==> src/basic_mode_control_pkg.sv <==
// Constants and types for the basic mode control register block
package basic_mode_control_pkg;
	localparam int ADDR_W = 8;
	localparam int DATA_W = 32;
	localparam int REG_W = 16;
	// Register indices; byte address is four times the index
	localparam logic [5:0] BASIC_MODE_CONTROL_IDX = 6'h00;
	localparam logic [5:0] LOW_TOP_IDX = 6'h0F;
	localparam logic [5:0] EXT_SCRATCH_IDX = 6'h10;
	localparam logic [ADDR_W-1:0] BASIC_MODE_CONTROL_ADDR = {BASIC_MODE_CONTROL_IDX, 2'b00};
	localparam logic [ADDR_W-1:0] LOW_TOP_ADDR = {LOW_TOP_IDX, 2'b00};
	localparam logic [ADDR_W-1:0] EXT_SCRATCH_ADDR = {EXT_SCRATCH_IDX, 2'b00};
	// Field positions
	localparam int SOFT_RESET_BIT = 15;
	localparam int LOOPBACK_BIT = 14;
	localparam int SPEED_BIT = 13;
	localparam int AUTONEG_BIT = 12;
	localparam int POWER_DOWN_BIT = 11;
	localparam int ISOLATE_BIT = 10;
	localparam int DUPLEX_BIT = 8;
	localparam int SPARE_BIT = 7;
	// Reset values
	localparam logic [REG_W-1:0] BASIC_MODE_CONTROL_RESET = 16'h2100;
	localparam logic [REG_W-1:0] EXT_SCRATCH_RESET = 16'h0000;
	localparam logic SPEED_VALUE = 1'b1;
	localparam logic AUTONEG_VALUE = 1'b0;
	localparam logic DUPLEX_VALUE = 1'b1;
	// Soft reset duration
	localparam int SOFT_RESET_NS = 160;
	localparam int CLK_PERIOD_NS = 10;
	localparam int SOFT_RESET_CYCLES = (SOFT_RESET_NS + CLK_PERIOD_NS - 1) / CLK_PERIOD_NS;
	localparam int SOFT_CNT_W = 8;
	localparam logic [SOFT_CNT_W-1:0] SOFT_CNT_ZERO = 8'h00;
	localparam logic [SOFT_CNT_W-1:0] SOFT_CNT_ONE = 8'h01;
	// Nibble-wide media independent data beat
	typedef struct packed {
		logic [3:0] data;
		logic valid;
		logic err;
	} mii_beat_s;
	localparam mii_beat_s MII_IDLE = '{data: 4'h0, valid: 1'b0, err: 1'b0};
endpackage : basic_mode_control_pkg

==> src/basic_mode_control_register.sv <==
// Basic mode control register with APB access and MAC path control
//
// Function
// - Writing one to the soft reset bit resets the digital logic and all low-range registers to defaults.
// - A soft reset leaves registers above the low sixteen indices untouched.
// - The soft reset bit is set only by writing one, ignores zero, clears itself and reads zero when idle.
// - With loopback set, MAC transmit data is returned to the MAC receive outputs.
// - No link-up indication is produced while loopback is on.
// - The speed bit is read-only and always reads one.
// - The auto-negotiation enable bit is read-only and reads zero.
// - With power down set, everything but register access is powered down.
// - Effective power down is the register bit ORed with the pin when the pin is configured for it.
// - While the low-active pin is low and configured for power down, the power-down bit reads as set.
// - With isolate set, the port is detached from the MAC data path while management stays usable.
// - The duplex bit is read-only and reads one for full duplex.
// - The register sits at index zero and resets to speed and duplex set only.
//
// Register access over APB is this design's own decision.
`timescale 1ns/1ps
`default_nettype none
module basic_mode_control_register
#(
	parameter int SOFT_RESET_LEN = basic_mode_control_pkg::SOFT_RESET_CYCLES // Soft reset length in cycles
)
(
	input wire logic sys_clk_i, // 100 MHz clock
	input wire logic srst_i, // Sync reset, active high
	input wire logic psel, // APB select
	input wire logic penable, // APB access phase
	input wire logic pwrite, // APB write
	input wire logic [basic_mode_control_pkg::ADDR_W-1:0] paddr, // APB byte address
	input wire logic [basic_mode_control_pkg::DATA_W-1:0] pwdata, // APB write data
	output logic [basic_mode_control_pkg::DATA_W-1:0] prdata, // APB read data
	output logic pready, // APB ready
	output logic pslverr, // APB error, unmapped address
	input wire logic pwrdn_pin_n_i, // Low-active power-down pin
	input wire logic pin_pd_mode_i, // Pin configured for power down
	input wire basic_mode_control_pkg::mii_beat_s mac_tx_i, // Transmit beat from MAC
	input wire basic_mode_control_pkg::mii_beat_s line_rx_i, // Receive beat from line side
	input wire logic line_link_i, // Raw link status
	output basic_mode_control_pkg::mii_beat_s mac_rx_o, // Receive beat to MAC
	output basic_mode_control_pkg::mii_beat_s line_tx_o, // Transmit beat to line side
	output logic link_up_o, // Link-up indication
	output logic digital_reset_o, // Digital logic held in reset
	output logic power_down_o, // Effective power down
	output logic isolate_o, // Isolate active
	output logic loopback_o // Loopback active
);
	import basic_mode_control_pkg::*;

	localparam logic [SOFT_CNT_W-1:0] SOFT_LEN = SOFT_CNT_W'(SOFT_RESET_LEN);

	logic loopback_reg, loopback_next;
	logic pd_reg, pd_next;
	logic isolate_reg, isolate_next;
	logic spare_reg, spare_next;
	logic [REG_W-1:0] ext_scratch_reg, ext_scratch_next;
	logic [SOFT_CNT_W-1:0] soft_cnt_reg, soft_cnt_next;
	logic [DATA_W-1:0] rdata_reg, rdata_next;

	logic setup_phase;
	logic wr_commit;
	logic hit_basic_mode_control;
	logic hit_low;
	logic hit_ext;
	logic mapped;
	logic soft_active;
	logic pin_pd;
	logic pd_eff;
	logic [REG_W-1:0] basic_mode_control_view;

	assign setup_phase = psel & ~penable;
	assign wr_commit = psel & penable & pwrite;
	assign hit_basic_mode_control = (paddr == BASIC_MODE_CONTROL_ADDR);
	assign hit_low = (paddr[1:0] == 2'b00) && (paddr <= LOW_TOP_ADDR);
	assign hit_ext = (paddr == EXT_SCRATCH_ADDR);
	assign mapped = hit_low | hit_ext;
	assign soft_active = (soft_cnt_reg != SOFT_CNT_ZERO);

	assign pin_pd = pin_pd_mode_i & ~pwrdn_pin_n_i;
	assign pd_eff = pd_reg | pin_pd;

	always_comb
	begin
		basic_mode_control_view = '0;
		basic_mode_control_view[SOFT_RESET_BIT] = soft_active;
		basic_mode_control_view[LOOPBACK_BIT] = loopback_reg;
		basic_mode_control_view[SPEED_BIT] = SPEED_VALUE;
		basic_mode_control_view[AUTONEG_BIT] = AUTONEG_VALUE;
		basic_mode_control_view[POWER_DOWN_BIT] = pd_eff;
		basic_mode_control_view[ISOLATE_BIT] = isolate_reg;
		basic_mode_control_view[DUPLEX_BIT] = DUPLEX_VALUE;
		basic_mode_control_view[SPARE_BIT] = spare_reg;
	end

	always_comb
	begin
		loopback_next = loopback_reg;
		pd_next = pd_reg;
		isolate_next = isolate_reg;
		spare_next = spare_reg;
		ext_scratch_next = ext_scratch_reg;
		soft_cnt_next = soft_cnt_reg;
		rdata_next = rdata_reg;
		if (soft_active)
		begin
			soft_cnt_next = soft_cnt_reg - SOFT_CNT_ONE;
		end
		if (setup_phase)
		begin
			rdata_next = '0;
			if (hit_basic_mode_control)
			begin
				rdata_next[REG_W-1:0] = basic_mode_control_view;
			end
			else if (hit_ext)
			begin
				rdata_next[REG_W-1:0] = ext_scratch_reg;
			end
		end
		if (wr_commit && hit_basic_mode_control && !soft_active)
		begin
			loopback_next = pwdata[LOOPBACK_BIT];
			pd_next = pwdata[POWER_DOWN_BIT];
			isolate_next = pwdata[ISOLATE_BIT];
			spare_next = pwdata[SPARE_BIT];
			if (pwdata[SOFT_RESET_BIT])
			begin
				soft_cnt_next = SOFT_LEN;
			end
		end
		if (wr_commit && hit_ext)
		begin
			ext_scratch_next = pwdata[REG_W-1:0];
		end
		if (soft_cnt_next != SOFT_CNT_ZERO)
		begin
			loopback_next = BASIC_MODE_CONTROL_RESET[LOOPBACK_BIT];
			pd_next = BASIC_MODE_CONTROL_RESET[POWER_DOWN_BIT];
			isolate_next = BASIC_MODE_CONTROL_RESET[ISOLATE_BIT];
			spare_next = BASIC_MODE_CONTROL_RESET[SPARE_BIT];
		end
	end

	always_ff @(posedge sys_clk_i)
	begin
		if (srst_i)
		begin
			loopback_reg <= BASIC_MODE_CONTROL_RESET[LOOPBACK_BIT];
			pd_reg <= BASIC_MODE_CONTROL_RESET[POWER_DOWN_BIT];
			isolate_reg <= BASIC_MODE_CONTROL_RESET[ISOLATE_BIT];
			spare_reg <= BASIC_MODE_CONTROL_RESET[SPARE_BIT];
			soft_cnt_reg <= SOFT_CNT_ZERO;
			rdata_reg <= '0;
		end
		else
		begin
			loopback_reg <= loopback_next;
			pd_reg <= pd_next;
			isolate_reg <= isolate_next;
			spare_reg <= spare_next;
			soft_cnt_reg <= soft_cnt_next;
			rdata_reg <= rdata_next;
		end
	end

	always_ff @(posedge sys_clk_i)
	begin
		if (srst_i)
		begin
			ext_scratch_reg <= EXT_SCRATCH_RESET;
		end
		else
		begin
			ext_scratch_reg <= ext_scratch_next;
		end
	end

	// Zero wait states; read data captured in setup
	assign pready = 1'b1;
	assign pslverr = psel & penable & ~mapped;
	assign prdata = rdata_reg;

	assign digital_reset_o = soft_active;
	assign power_down_o = pd_eff;
	assign isolate_o = isolate_reg;
	assign loopback_o = loopback_reg;

	mac_path_ctrl mac_path_ctrl_inst
	(
		.sys_clk_i(sys_clk_i),
		.srst_i(srst_i),
		.hold_i(soft_active),
		.loopback_i(loopback_reg),
		.isolate_i(isolate_reg),
		.power_down_i(pd_eff),
		.mac_tx_i(mac_tx_i),
		.line_rx_i(line_rx_i),
		.line_link_i(line_link_i),
		.mac_rx_o(mac_rx_o),
		.line_tx_o(line_tx_o),
		.link_up_o(link_up_o)
	);
endmodule : basic_mode_control_register
`default_nettype wire

==> src/mac_path_ctrl.sv <==
// MAC-side data steering: loopback, isolate, power down, link gating
`timescale 1ns/1ps
`default_nettype none
module mac_path_ctrl
(
	input wire logic sys_clk_i, // 100 MHz clock
	input wire logic srst_i, // Sync reset, active high
	input wire logic hold_i, // Digital logic held in reset
	input wire logic loopback_i, // MAC-side loopback enable
	input wire logic isolate_i, // Isolate from MAC
	input wire logic power_down_i, // Effective power down
	input wire basic_mode_control_pkg::mii_beat_s mac_tx_i, // Transmit beat from MAC
	input wire basic_mode_control_pkg::mii_beat_s line_rx_i, // Receive beat from line side
	input wire logic line_link_i, // Raw link status from line side
	output basic_mode_control_pkg::mii_beat_s mac_rx_o, // Receive beat to MAC
	output basic_mode_control_pkg::mii_beat_s line_tx_o, // Transmit beat to line side
	output logic link_up_o // Link-up indication
);
	import basic_mode_control_pkg::*;

	mii_beat_s rx_reg, rx_next;
	mii_beat_s tx_reg, tx_next;
	logic link_reg, link_next;
	logic quiet;

	always_comb
	begin
		quiet = hold_i | power_down_i;
		rx_next = line_rx_i;
		tx_next = mac_tx_i;
		if (loopback_i)
		begin
			rx_next = mac_tx_i;
			tx_next = MII_IDLE;
		end
		if (isolate_i)
		begin
			rx_next = MII_IDLE;
			tx_next = MII_IDLE;
		end
		if (quiet)
		begin
			rx_next = MII_IDLE;
			tx_next = MII_IDLE;
		end
		link_next = line_link_i & ~loopback_i & ~quiet;
	end

	always_ff @(posedge sys_clk_i)
	begin
		if (srst_i)
		begin
			rx_reg <= MII_IDLE;
			tx_reg <= MII_IDLE;
			link_reg <= 1'b0;
		end
		else
		begin
			rx_reg <= rx_next;
			tx_reg <= tx_next;
			link_reg <= link_next;
		end
	end

	assign mac_rx_o = rx_reg;
	assign line_tx_o = tx_reg;
	assign link_up_o = link_reg;
endmodule : mac_path_ctrl
`default_nettype wire

==> config.mk <==
export PLATFORM = sky130hd
export DESIGN_NAME = basic_mode_control_register
export DESIGN_NICKNAME = d
export VERILOG_FILES = /design/src/basic_mode_control_pkg.sv /design/src/basic_mode_control_register.sv /design/src/mac_path_ctrl.sv
export SDC_FILE = /design/constraint.sdc
export NUM_CORES = 1
export LEC_CHECK = 0
export ABC_AREA = 1
export BUFFER_PORTS_ARGS = -buffer_cell sky130_fd_sc_hd__buf_2
export CAP_MARGIN = 20
export CORE_UTILIZATION = 45
export CTS_CLUSTER_SIZE = 30
export DETAILED_ROUTE_END_ITERATION = 8
export PLACE_DENSITY = 0.77
export SYNTH_ARGS = -nofsm -noshare
export SYNTH_HDL_FRONTEND = slang
export SYNTH_SLANG_ARGS = --single-unit
==> constraint.sdc <==
create_clock -name sys_clk_i -period 2 [get_ports sys_clk_i]
set_input_delay 0.2 -clock sys_clk_i [delete_from_list [all_inputs] [get_ports sys_clk_i]]
set_output_delay 0.2 -clock sys_clk_i [all_outputs]
set_load 0.02 [all_outputs]
==> results.yml, run 1 <==
clock_tree:
  clock-root-buffer: "sky130_fd_sc_hd__clkbuf_8"
  cts_setup_buffers: 0
  number_of_levels_the_h_tree_was_split_into: 3
  cts_inserted_buffers: 9
  cts_hold_buffers: 0
  cts_tree: "built"
  post_cts_resized: 0
  cts_num_sinks: 57
  worst_setup_hold_path_clk_slew_ns: 0.07
  worstSkewPairLatency_ns: 0.33
  cts.path.max_buffers: 2
finish:
  final_common_cell: "sky130_fd_sc_hd__buf_2"
  most-common-layout-cells: "sky130_fd_sc_hd__buf_2 (77), sky130_fd_sc_hd__dfxtp_1 (57), sky130_fd_sc_hd__nor2_1 (54), sky130_fd_sc_hd__nand2_1 (52), sky130_fd_sc_hd__inv_1 (31)"
  layout_cell_share_with_drive_strength_beyond_1: 0.268
  multi_input_comb_area_um2: 1070
  synth_to_layout_area_growth_pct: 24.1
  seqCellArea_um2: 1140
  number_of_fill_cells: 461
  final_core_utilization: 0.589
  layout.cell_area.non_filler_um2: 3050
  design.final.nets: 467
  antennaDiodeCount: 0
synthesis:
  post_synth_num_cell_types: 28
  postSynth.topFlopCell: "sky130_fd_sc_hd__dfxtp_1"
  synth_area_um2: 2450
  synth_warnings: 0
  syn_area_per_cell_um2: 7.46
  netlist_instances: 329
  postSynth.asyncResetShare: 0
  synth_enable_flop_cells: 0
  postSynthRegisterBits: 57
  synth_seq_area_share: 0.465
place:
  gp_congestion: 0.786
  dp_hpwl_um: 3770
  port_buffers: 77
  place_area_um2: 2830
  pre_cts_slack_ns: 0.298
critical_path:
  crit_fanout: 8
  endpoint_type_of_the_worst_setup_path: "output port"
  crit_required_ns: 1.80
  worst_setup_path_start_kind: "flip-flop"
  cpPeakStageDelay_ns: 0.32
  crit_chain: "inv_1, ha_1, nand2_4, nor2_8, inv_4, buf_2"
  worst_path_max_delay_cell: "sky130_fd_sc_hd__dfxtp_1"
  cp_data_arrival_time_ns: 1.63
  reg2reg_setup_slack_ns: 0.27
  path_class: "reg -> out"
  top_delay_family_on_crit_path: "buffers and inverters"
  path_buf_inv: 3
routing:
  detailedRoute.firstPassIterationCount: 5
  via_per_inst: 4.73
  dr_total_vias: 2273
  drcViolationCount: 0
  postRouteAntennaNets: 0
  detail_route.wl_per_cell_um: 11.3
  route.final.wire_length_um: 5410
  detailedRoute.firstIterationViolations: 102
global_routing:
  grt-ovfl-total: 0
  global_route_wire_length_before_repair_um: 8540
  globalRouteTotalUtil: 0.202
  first_global_vias: 2020
  maximum_number_of_pins_on_one_net_before_global_route_repair: 26
  grt_antenna_before_repair: 0
power_and_ir_drop:
  vdd_ir_drop_max_v: 0.000676
  power_per_cell_area_nw_per_um2: 1130
  leakage_nw: 1.45
worst_hold_path:
  hold_path_class: "in -> reg"
outcome:
  outcome: "complete, no violations"
timing:
  final.setup.tns_ns: 0
  hold_violations: 0
  skew_ns: 0.00806
  unrepaired_setup_endpoints_after_global_routing: "no"
  final_min_period_over_clock_period: 0.917
  setup_viol_count_final: 0
  final_period_minus_worst_setup_slack_ns: 1.83
  timing.final.max_slew_violations: 0
  setup_slack_ns: 0.167
  worst_pin_slew_ns: 0.507
  worst_slew_margin_rel: 0.662
  maximum_clock_frequency_mhz: 546
floorplanning:
  start_util: 0.474
  fp-row-count: 26
  die_height_um: 75.8
  die_width_um: 75.8
  io_pins: 111
  floorplan.core_area_um2: 5170
  area_of_the_die_um2: 5750
flow_run:
  max_capacitance_violation_count: 0
-- per-stage QoR --
| stage | cells | hold WS, ns | total power [mW] |
|---|---|---|---|
| 2_1_floorplan | 344 | 0.312 | 2.05 |
| 3_3_place_gp | 465 | 0.433 | 2.23 |
| 3_5_place_dp | 465 | 0.432 | 2.25 |
| 4_1_cts | 481 | 0.0776 | 3.45 |
| 5_1_grt | 481 | 0.0786 | 3.65 |
| 6_report | 481 | 0.0890 | 3.43 |
-- cells in the mapped netlist (3+ instances only) --
library cell / instances / share of area
sky130_fd_sc_hd__dfxtp_1: 57 / 0.47
sky130_fd_sc_hd__nor2_1: 54 / 0.083
sky130_fd_sc_hd__nand2_1: 52 / 0.080
sky130_fd_sc_hd__inv_1: 31 / 0.047
sky130_fd_sc_hd__nand3_1: 26 / 0.053
sky130_fd_sc_hd__o21ai_0: 24 / 0.049
sky130_fd_sc_hd__a21oi_1: 23 / 0.047
sky130_fd_sc_hd__buf_4: 17 / 0.052
sky130_fd_sc_hd__clkbuf_1: 6 / 0.0092
sky130_fd_sc_hd__a31oi_1: 5 / 0.013
sky130_fd_sc_hd__nor2_2: 5 / 0.013
sky130_fd_sc_hd__buf_2: 3 / 0.0061
sky130_fd_sc_hd__nand4_1: 3 / 0.0076
sky130_fd_sc_hd__nor3_1: 3 / 0.0061
-- per-layer routing --
layer	wire length, um	track usage	share of wire	up-vias
met4	123	0.113	0.023	0
met5	0	0	0	-
met3	418	0.0529	0.077	11
met1	2300	0.231	0.42	998
li1	-	-	-	1171
met2	2570	0.341	0.48	93
-- layout make-up --
cell class | instances | share of cell area
multi-input combinational | 226 | 0.351
timing repair buffer | 79 | 0.131
tap | 70 | 0.0288
sequential | 57 | 0.375
clock inverter | 5 | 0.0259
clock buffer | 11 | 0.0464
inverter | 33 | 0.0415
-- worst register-to-register path, stage by stage (launching register included) --
cell and delay (ns):
sky130_fd_sc_hd__dfxtp_1 0.32, sky130_fd_sc_hd__inv_1 0.13, sky130_fd_sc_hd__ha_1 0.32, sky130_fd_sc_hd__nand2_4 0.12, sky130_fd_sc_hd__nor2_8 0.17, sky130_fd_sc_hd__inv_4 0.08, sky130_fd_sc_hd__nand3_1 0.12, sky130_fd_sc_hd__nand3_1 0.11
sky130_fd_sc_hd__nor2_1 0.12, sky130_fd_sc_hd__nand2_2 0.08, sky130_fd_sc_hd__nor2_1 0.08
-- where the power goes --
group	internal, mW	leakage [nW]	total [mW]	switching [mW]
clock	0.733	0.113	1.18	0.447
combinational	0.318	0.872	0.963	0.645
sequential	1.24	0.462	1.29	0.0522
total	2.29	1.45	3.43	1.14
-- kinds of logic (layout without fill, tap and decap cells) --
| group | after synthesis | count (layout) | share of synthesized area |
|---|---|---|---|
| AOI/OAI and AO/OA | 53 | 53 | 0.112 |
| DFF | 57 | 57 | 0.465 |
| and+or+nand+nor | 153 | 153 | 0.286 |
| other | 2 | 17 | 0.00306 |
| adders and majority gates | 1 | 1 | 0.00510 |
| xor gates and xnor gates | 2 | 2 | 0.00714 |
| buffers and inverters | 61 | 128 | 0.122 |
-- worst paths after layout --
path,depth (start not counted),endpoint,startpoint
worst max-delay path,6,digital_reset_o,soft_cnt_reg[0]
worst min-delay path,3,mac_path_ctrl_inst.line_tx_o[5],mac_tx_i[5]
worst max register to register,10,pd_reg,soft_cnt_reg[0]
worst min register to register,2,prdata[6],prdata[6]
Power figures use the tool's default switching activity.
==> run 2, diff against run 1 <==
--- a/config.mk
+++ b/config.mk
@@ -8,10 +8,10 @@
 export ABC_AREA = 1
 export BUFFER_PORTS_ARGS = -buffer_cell sky130_fd_sc_hd__buf_2
 export CAP_MARGIN = 20
-export CORE_UTILIZATION = 45
+export CORE_UTILIZATION = 38
 export CTS_CLUSTER_SIZE = 30
 export DETAILED_ROUTE_END_ITERATION = 8
-export PLACE_DENSITY = 0.77
+export PLACE_DENSITY = 0.67
 export SYNTH_ARGS = -nofsm -noshare
 export SYNTH_HDL_FRONTEND = slang
 export SYNTH_SLANG_ARGS = --single-unit
==> results.yml, run 2 (synthesized netlist as in run 1, its figures left out) <==
outcome:
  outcome: "complete, no violations"
critical_path:
  crit_fanout: 8
  regToRegStartpoint: "soft_cnt_reg[0]"
  cpPeakStageDelay_ns: 0.32
  reg2reg_setup_slack_ns: 0.29
  top_delay_family_on_crit_path: "buffers and inverters"
  crit_required_ns: 1.80
  timing.reg2reg.worst_path_depth: 8
  cp_data_arrival_time_ns: 1.63
  worst_path_max_delay_cell: "sky130_fd_sc_hd__dfxtp_1"
  path_class: "reg -> out"
  endpoint_type_of_the_worst_setup_path: "output port"
  crit-reg2reg-capture: "mac_path_ctrl_inst.mac_rx_o[3]"
  crit_chain: "inv_1, ha_1, nand2_4, nor2_8, inv_4, buf_2"
  worst_setup_path_start_kind: "flip-flop"
  path_buf_inv: 3
routing:
  drcViolationCount: 0
  via_per_inst: 4.66
  detailedRoute.firstPassIterationCount: 4
  detail_route.wl_per_cell_um: 11.2
  route.final.wire_length_um: 5460
  detailedRoute.firstIterationViolations: 80
  postRouteAntennaNets: 0
  dr_total_vias: 2270
clock_tree:
  cts_setup_buffers: 0
  worstSkewPairLatency_ns: 0.33
  post_cts_resized: 0
  worst_setup_hold_path_clk_slew_ns: 0.06
  clock-root-buffer: "sky130_fd_sc_hd__clkbuf_8"
  cts_inserted_buffers: 9
  cts.path.max_buffers: 2
  cts_tree: "built"
  cts_num_sinks: 57
  cts_hold_buffers: 0
  number_of_levels_the_h_tree_was_split_into: 3
global_routing:
  global_route.usage.met2: 0.307
  first_global_vias: 2087
  grtUsageMet3: 0.0440
  grt_antenna_before_repair: 0
  maximum_number_of_pins_on_one_net_before_global_route_repair: 21
  top_usage_layer: "met2"
  global_route_wire_length_before_repair_um: 8920
  met1_usage: 0.192
  globalRouteTotalUtil: 0.176
  grt-ovfl-total: 0
timing:
  unrepaired_setup_endpoints_after_global_routing: "no"
  skew_ns: 0.00478
  timing.final.max_slew_violations: 0
  maximum_clock_frequency_mhz: 548
  hold_violations: 0
  final_period_minus_worst_setup_slack_ns: 1.83
  final_min_period_over_clock_period: 0.913
  final.setup.tns_ns: 0
  setup_viol_count_final: 0
worst_hold_path:
  worstHoldStart: "mac_tx_i[1]"
  worstHoldEndpoint: "mac_path_ctrl_inst.line_tx_o[1]"
  hold_path_class: "in -> reg"
  min_path_cells: 3
finish:
  final_core_utilization: 0.501
  synth_to_layout_area_growth_pct: 23.7
  design.final.nets: 468
  most-common-layout-cells: "sky130_fd_sc_hd__buf_2 (77), sky130_fd_sc_hd__dfxtp_1 (57), sky130_fd_sc_hd__nor2_1 (54), sky130_fd_sc_hd__nand2_1 (52), sky130_fd_sc_hd__inv_1 (31)"
  final_common_cell: "sky130_fd_sc_hd__buf_2"
  antennaDiodeCount: 0
  layout_cell_share_with_drive_strength_beyond_1: 0.269
floorplanning:
  floorplan.core_area_um2: 6060
  area_of_the_die_um2: 6780
  io_pins: 111
  start_util: 0.405
  fp-row-count: 28
  die_height_um: 82.4
  die_width_um: 82.4
power_and_ir_drop:
  vdd_ir_drop_max_v: 0.000531
  power_per_cell_area_nw_per_um2: 1080
  leakage_nw: 1.43
flow_run:
  max_capacitance_violation_count: 0
place:
  dp_hpwl_um: 3940
  port_buffers: 77
  gp_congestion: 0.828
==> run 2: report_power, final <==
part,switching (mW),total [mW],internal [mW]
Sequential,0.0559,1.29,1.24
Clock,0.449,1.05,0.604
Combinational,0.622,0.940,0.318
==> run 2: worst max-delay path by stage <==
| stage | start | end | cells past startpoint |
|---|---|---|---|
| floorplan | soft_cnt_reg[0] | isolate_o | 10 |
| global placement | soft_cnt_reg[0] | spare_reg | 10 |
| detailed placement | soft_cnt_reg[0] | mac_path_ctrl_inst.mac_rx_o[3] | 8 |
| CTS | soft_cnt_reg[0] | digital_reset_o | 6 |
| global route | soft_cnt_reg[0] | digital_reset_o | 6 |
| finish | soft_cnt_reg[0] | digital_reset_o | 6 |
==> run 2: layout make-up <==
class	instances	area [um2]
clock buffers	11	141
well taps	75	93.8
clock inverters	5	55.1
multi-input cells	226	1070
repair buffers	80	408
flip-flops and latches	57	1140
inverters	33	126
fillers	612	3030
==> run 2: worst register-to-register path, cell delays in order, from the launching register on <==
cell	delay, ns
sky130_fd_sc_hd__dfxtp_1	0.32
sky130_fd_sc_hd__inv_1	0.13
sky130_fd_sc_hd__ha_1	0.32
sky130_fd_sc_hd__nand2_4	0.12
sky130_fd_sc_hd__nor2_8	0.17
sky130_fd_sc_hd__inv_4	0.08
sky130_fd_sc_hd__nor3_4	0.16
sky130_fd_sc_hd__nand2_1	0.18
sky130_fd_sc_hd__a21oi_1	0.16
==> run 2: metal layers <==
metal  routed length, um  up-vias
met5                   0        -
met4                 112        0
met3                 380       11
met2                2520       87
met1                2440     1000
li1                    -     1172
==> run 2: per-stage QoR <==
stage          hold WS (ns)  instance area (um2)  worst slack, ns  cells  total power, mW
3_5_place_dp          0.438                 2840            0.287    471             2.25
3_3_place_gp          0.435                 2840            0.327    471             2.24
2_1_floorplan         0.312                 2510            0.506    344             2.05
4_1_cts              0.0794                 3040            0.159    487             3.31
5_1_grt              0.0846                 3040           0.0815    487             3.51
6_report             0.0939                 3040            0.174    487             3.28
==> run 3, diff against run 2 <==
--- a/config.mk
+++ b/config.mk
@@ -5,13 +5,13 @@
 export SDC_FILE = /design/constraint.sdc
 export NUM_CORES = 1
 export LEC_CHECK = 0
-export ABC_AREA = 1
 export BUFFER_PORTS_ARGS = -buffer_cell sky130_fd_sc_hd__buf_2
 export CAP_MARGIN = 20
 export CORE_UTILIZATION = 38
 export CTS_CLUSTER_SIZE = 30
 export DETAILED_ROUTE_END_ITERATION = 8
-export PLACE_DENSITY = 0.67
+export PLACE_DENSITY = 0.66
+export SETUP_SLACK_MARGIN = 0.3
 export SYNTH_ARGS = -nofsm -noshare
 export SYNTH_HDL_FRONTEND = slang
 export SYNTH_SLANG_ARGS = --single-unit
==> results.yml, run 3 <==
critical_path:
  cp_data_arrival_time_ns: 2.11
  crit_chain: "inv_4, ha_4, nor4b_4, and2_4, inv_4, or4_4, nor3b_2"
  cp_common_cell: "sky130_fd_sc_hd__inv_4"
  crit_start: "soft_cnt_reg[0]"
  worst_setup_path_start_kind: "flip-flop"
  top_delay_family_on_crit_path: "simple AND/OR/NAND/NOR gates"
  path_buf_inv: 2
  crit_fanout: 6
  cpPeakStageDelay_ns: 0.55
  worst_path_max_delay_cell: "sky130_fd_sc_hd__or4_4"
  path_class: "reg -> reg"
  endpoint_type_of_the_worst_setup_path: "flip-flop"
  regToRegStartpoint: "soft_cnt_reg[0]"
  crit_required_ns: 2.25
place:
  pre_cts_slack_ns: 0.0816
  placed_insts: 415
  place_area_um2: 2990
  gp_congestion: 0.754
  dp_hpwl_um: 3910
  port_buffers: 77
clock_tree:
  cts_tree: "built"
  cts_hold_buffers: 0
  worstSkewPairLatency_ns: 0.33
  cts_num_sinks: 57
  cts_inserted_buffers: 9
  cts.path.max_buffers: 2
  number_of_levels_the_h_tree_was_split_into: 3
  worst_setup_hold_path_clk_slew_ns: 0.06
  clock-root-buffer: "sky130_fd_sc_hd__clkbuf_8"
timing:
  final.setup.tns_ns: 0
  unrepaired_setup_endpoints_after_global_routing: "yes"
  worst_slew_margin_rel: 0.509
  skew_ns: 0.00579
  worst_pin_slew_ns: 0.735
  final.hold.worst_slack_ns: 0.0998
  timing.final.max_slew_violations: 0
  final_min_period_over_clock_period: 0.929
  final_period_minus_worst_setup_slack_ns: 1.86
  hold_violations: 0
  setup_viol_count_final: 0
  maximum_clock_frequency_mhz: 538
  setup_slack_ns: 0.143
finish:
  most-common-layout-cells: "sky130_fd_sc_hd__buf_2 (76), sky130_fd_sc_hd__dfxtp_1 (53), sky130_fd_sc_hd__nor2_1 (43), sky130_fd_sc_hd__mux2i_1 (25), sky130_fd_sc_hd__buf_4 (22)"
  antennaDiodeCount: 0
  layout.cell_area.non_filler_um2: 3430
  number_of_fill_cells: 586
  layout_cell_share_with_drive_strength_beyond_1: 0.434
  final_common_cell: "sky130_fd_sc_hd__buf_2"
  synth_to_layout_area_growth_pct: 34.6
  design.final.nets: 427
  final_core_utilization: 0.534
  layout.cells.non_filler: 446
synthesis:
  synth_top_area_cell: "sky130_fd_sc_hd__dfxtp_1"
  synth_seq_area_share: 0.448
  synth_area_um2: 2550
  postSynthRegisterBits: 57
  syn_area_per_cell_um2: 9.51
  synth_warnings: 0
  ys_top_cells_by_count: "sky130_fd_sc_hd__dfxtp_1 (57), sky130_fd_sc_hd__nor2_1 (45), sky130_fd_sc_hd__mux2i_1 (25), sky130_fd_sc_hd__buf_4 (17), sky130_fd_sc_hd__a22oi_1 (13)"
  area_share_of_the_largest_cell_type_after_synthesis: 0.448
  synth_most_common_cell: "sky130_fd_sc_hd__dfxtp_1"
  post_synth_num_cell_types: 44
  synth_enable_flop_cells: 0
  yosys-top-cells-area: "sky130_fd_sc_hd__dfxtp_1 (45%), sky130_fd_sc_hd__mux2i_1 (9.8%), sky130_fd_sc_hd__nor2_1 (6.6%)"
  postSynth.topFlopCell: "sky130_fd_sc_hd__dfxtp_1"
  postSynth.asyncResetShare: 0
  netlist_instances: 268
power_and_ir_drop:
  power_per_cell_area_nw_per_um2: 1210
  comb_power_share: 0.427
  power_switching_share: 0.340
  leakage_nw: 1.47
  report.power.total_mw: 4.14
  vdd_ir_drop_max_v: 0.000550
  power_frac_clock: 0.235
  cellInternalPower_mw: 2.73
  pwr-share-seq: 0.338
  power.net_switching_mw: 1.41
floorplanning:
  area_of_the_die_um2: 7040
  floorplan.core_area_um2: 6420
  die_height_um: 83.9
  start_util: 0.397
  die_width_um: 83.9
  fp-row-count: 29
  io_pins: 111
routing:
  dr_total_vias: 2180
  detailedRoute.firstIterationViolations: 76
  detailedRoute.firstPassIterationCount: 8
  via_per_inst: 4.89
  drcViolationCount: 10
  detail_route.wl_per_cell_um: 13.5
  route.final.wire_length_um: 6010
  postRouteAntennaNets: 0
global_routing:
  global_route_wire_length_before_repair_um: 9690
  first_global_vias: 2068
  maximum_number_of_pins_on_one_net_before_global_route_repair: 41
  grt-ovfl-total: 0
  globalRouteTotalUtil: 0.177
  grt_antenna_before_repair: 0
outcome:
  violations: "design-rule violations"
  outcome: "finished, violations left"
worst_hold_path:
  hold_path_class: "in -> reg"
  worstHoldStart: "pwdata[3]"
flow_run:
  max_capacitance_violation_count: 0
-- run 3: layout make-up --
class,count,area (um2),area share
multi-input combinational,186,1340,0.391
sequential,57,1150,0.336
timing repair buffer,105,633,0.185
clock buffer,11,163,0.0474
tap,77,96.3,0.0281
inverter,7,31.3,0.00912
clock inverter,3,15.0,0.00438
-- run 3: cells by family (layout without fill, tap and decap cells) --
kind of cell | after synthesis | after routing | synth area share
AND/OR/NAND/NOR | 97 | 98 | 0.221
AO/OA/AOI/OAI | 39 | 39 | 0.104
other | 2 | 17 | 0.00295
buffers and inverters | 41 | 126 | 0.0977
flip-flops | 57 | 57 | 0.448
adder cells (fa/ha/maj) | 1 | 1 | 0.00491
XOR/XNOR | 3 | 3 | 0.0103
multiplexers | 28 | 28 | 0.111
-- run 3: routing by layer --
| metal | track usage | routed length, um | up-vias |
|---|---|---|---|
| li1 | - | - | 1098 |
| met1 | 0.217 | 2670 | 1003 |
| met2 | 0.276 | 2880 | 67 |
| met3 | 0.0752 | 349 | 12 |
| met4 | 0.0643 | 112 | 0 |
| met5 | 0 | 0 | - |
-- run 3: timing repair --
item,CTS,global route
gates resized for setup,17,17
pin swaps,10,12
setup endpoints to repair,17,20
gates cloned,1,0
setup buffers,12,4
-- run 3: path summary, 6_finish.rpt --
kind / end / slack [ns] / cells past startpoint
setup / recovery: mac_path_ctrl_inst.line_tx_o[4] / 0.14 / 7
hold / removal: ext_scratch_reg[3] / 0.1 / 3
setup reg to reg: mac_path_ctrl_inst.line_tx_o[4] / 0.14 / 7
hold reg to reg: prdata[11] / 0.46 / 2
-- run 3: power groups by stage --
stage / registers (mW) / clock network [mW] / logic (mW)
6_report: 1.40 / 0.973 / 1.77
5_1_grt: 1.41 / 1.07 / 1.90
4_1_cts: 1.39 / 1.00 / 1.57
3_5_place_dp: 1.42 / 0 / 1.12
3_3_place_gp: 1.41 / 0 / 1.11
2_1_floorplan: 1.42 / 0 / 0.854
-- run 3: worst register-to-register path, stage by stage (launching register included) --
cell	delay [ns]
sky130_fd_sc_hd__dfxtp_4	0.35
sky130_fd_sc_hd__inv_4	0.06
sky130_fd_sc_hd__ha_4	0.13
sky130_fd_sc_hd__nor4b_4	0.22
sky130_fd_sc_hd__and2_4	0.21
sky130_fd_sc_hd__inv_4	0.05
sky130_fd_sc_hd__or4_4	0.55
sky130_fd_sc_hd__nor3b_2	0.22
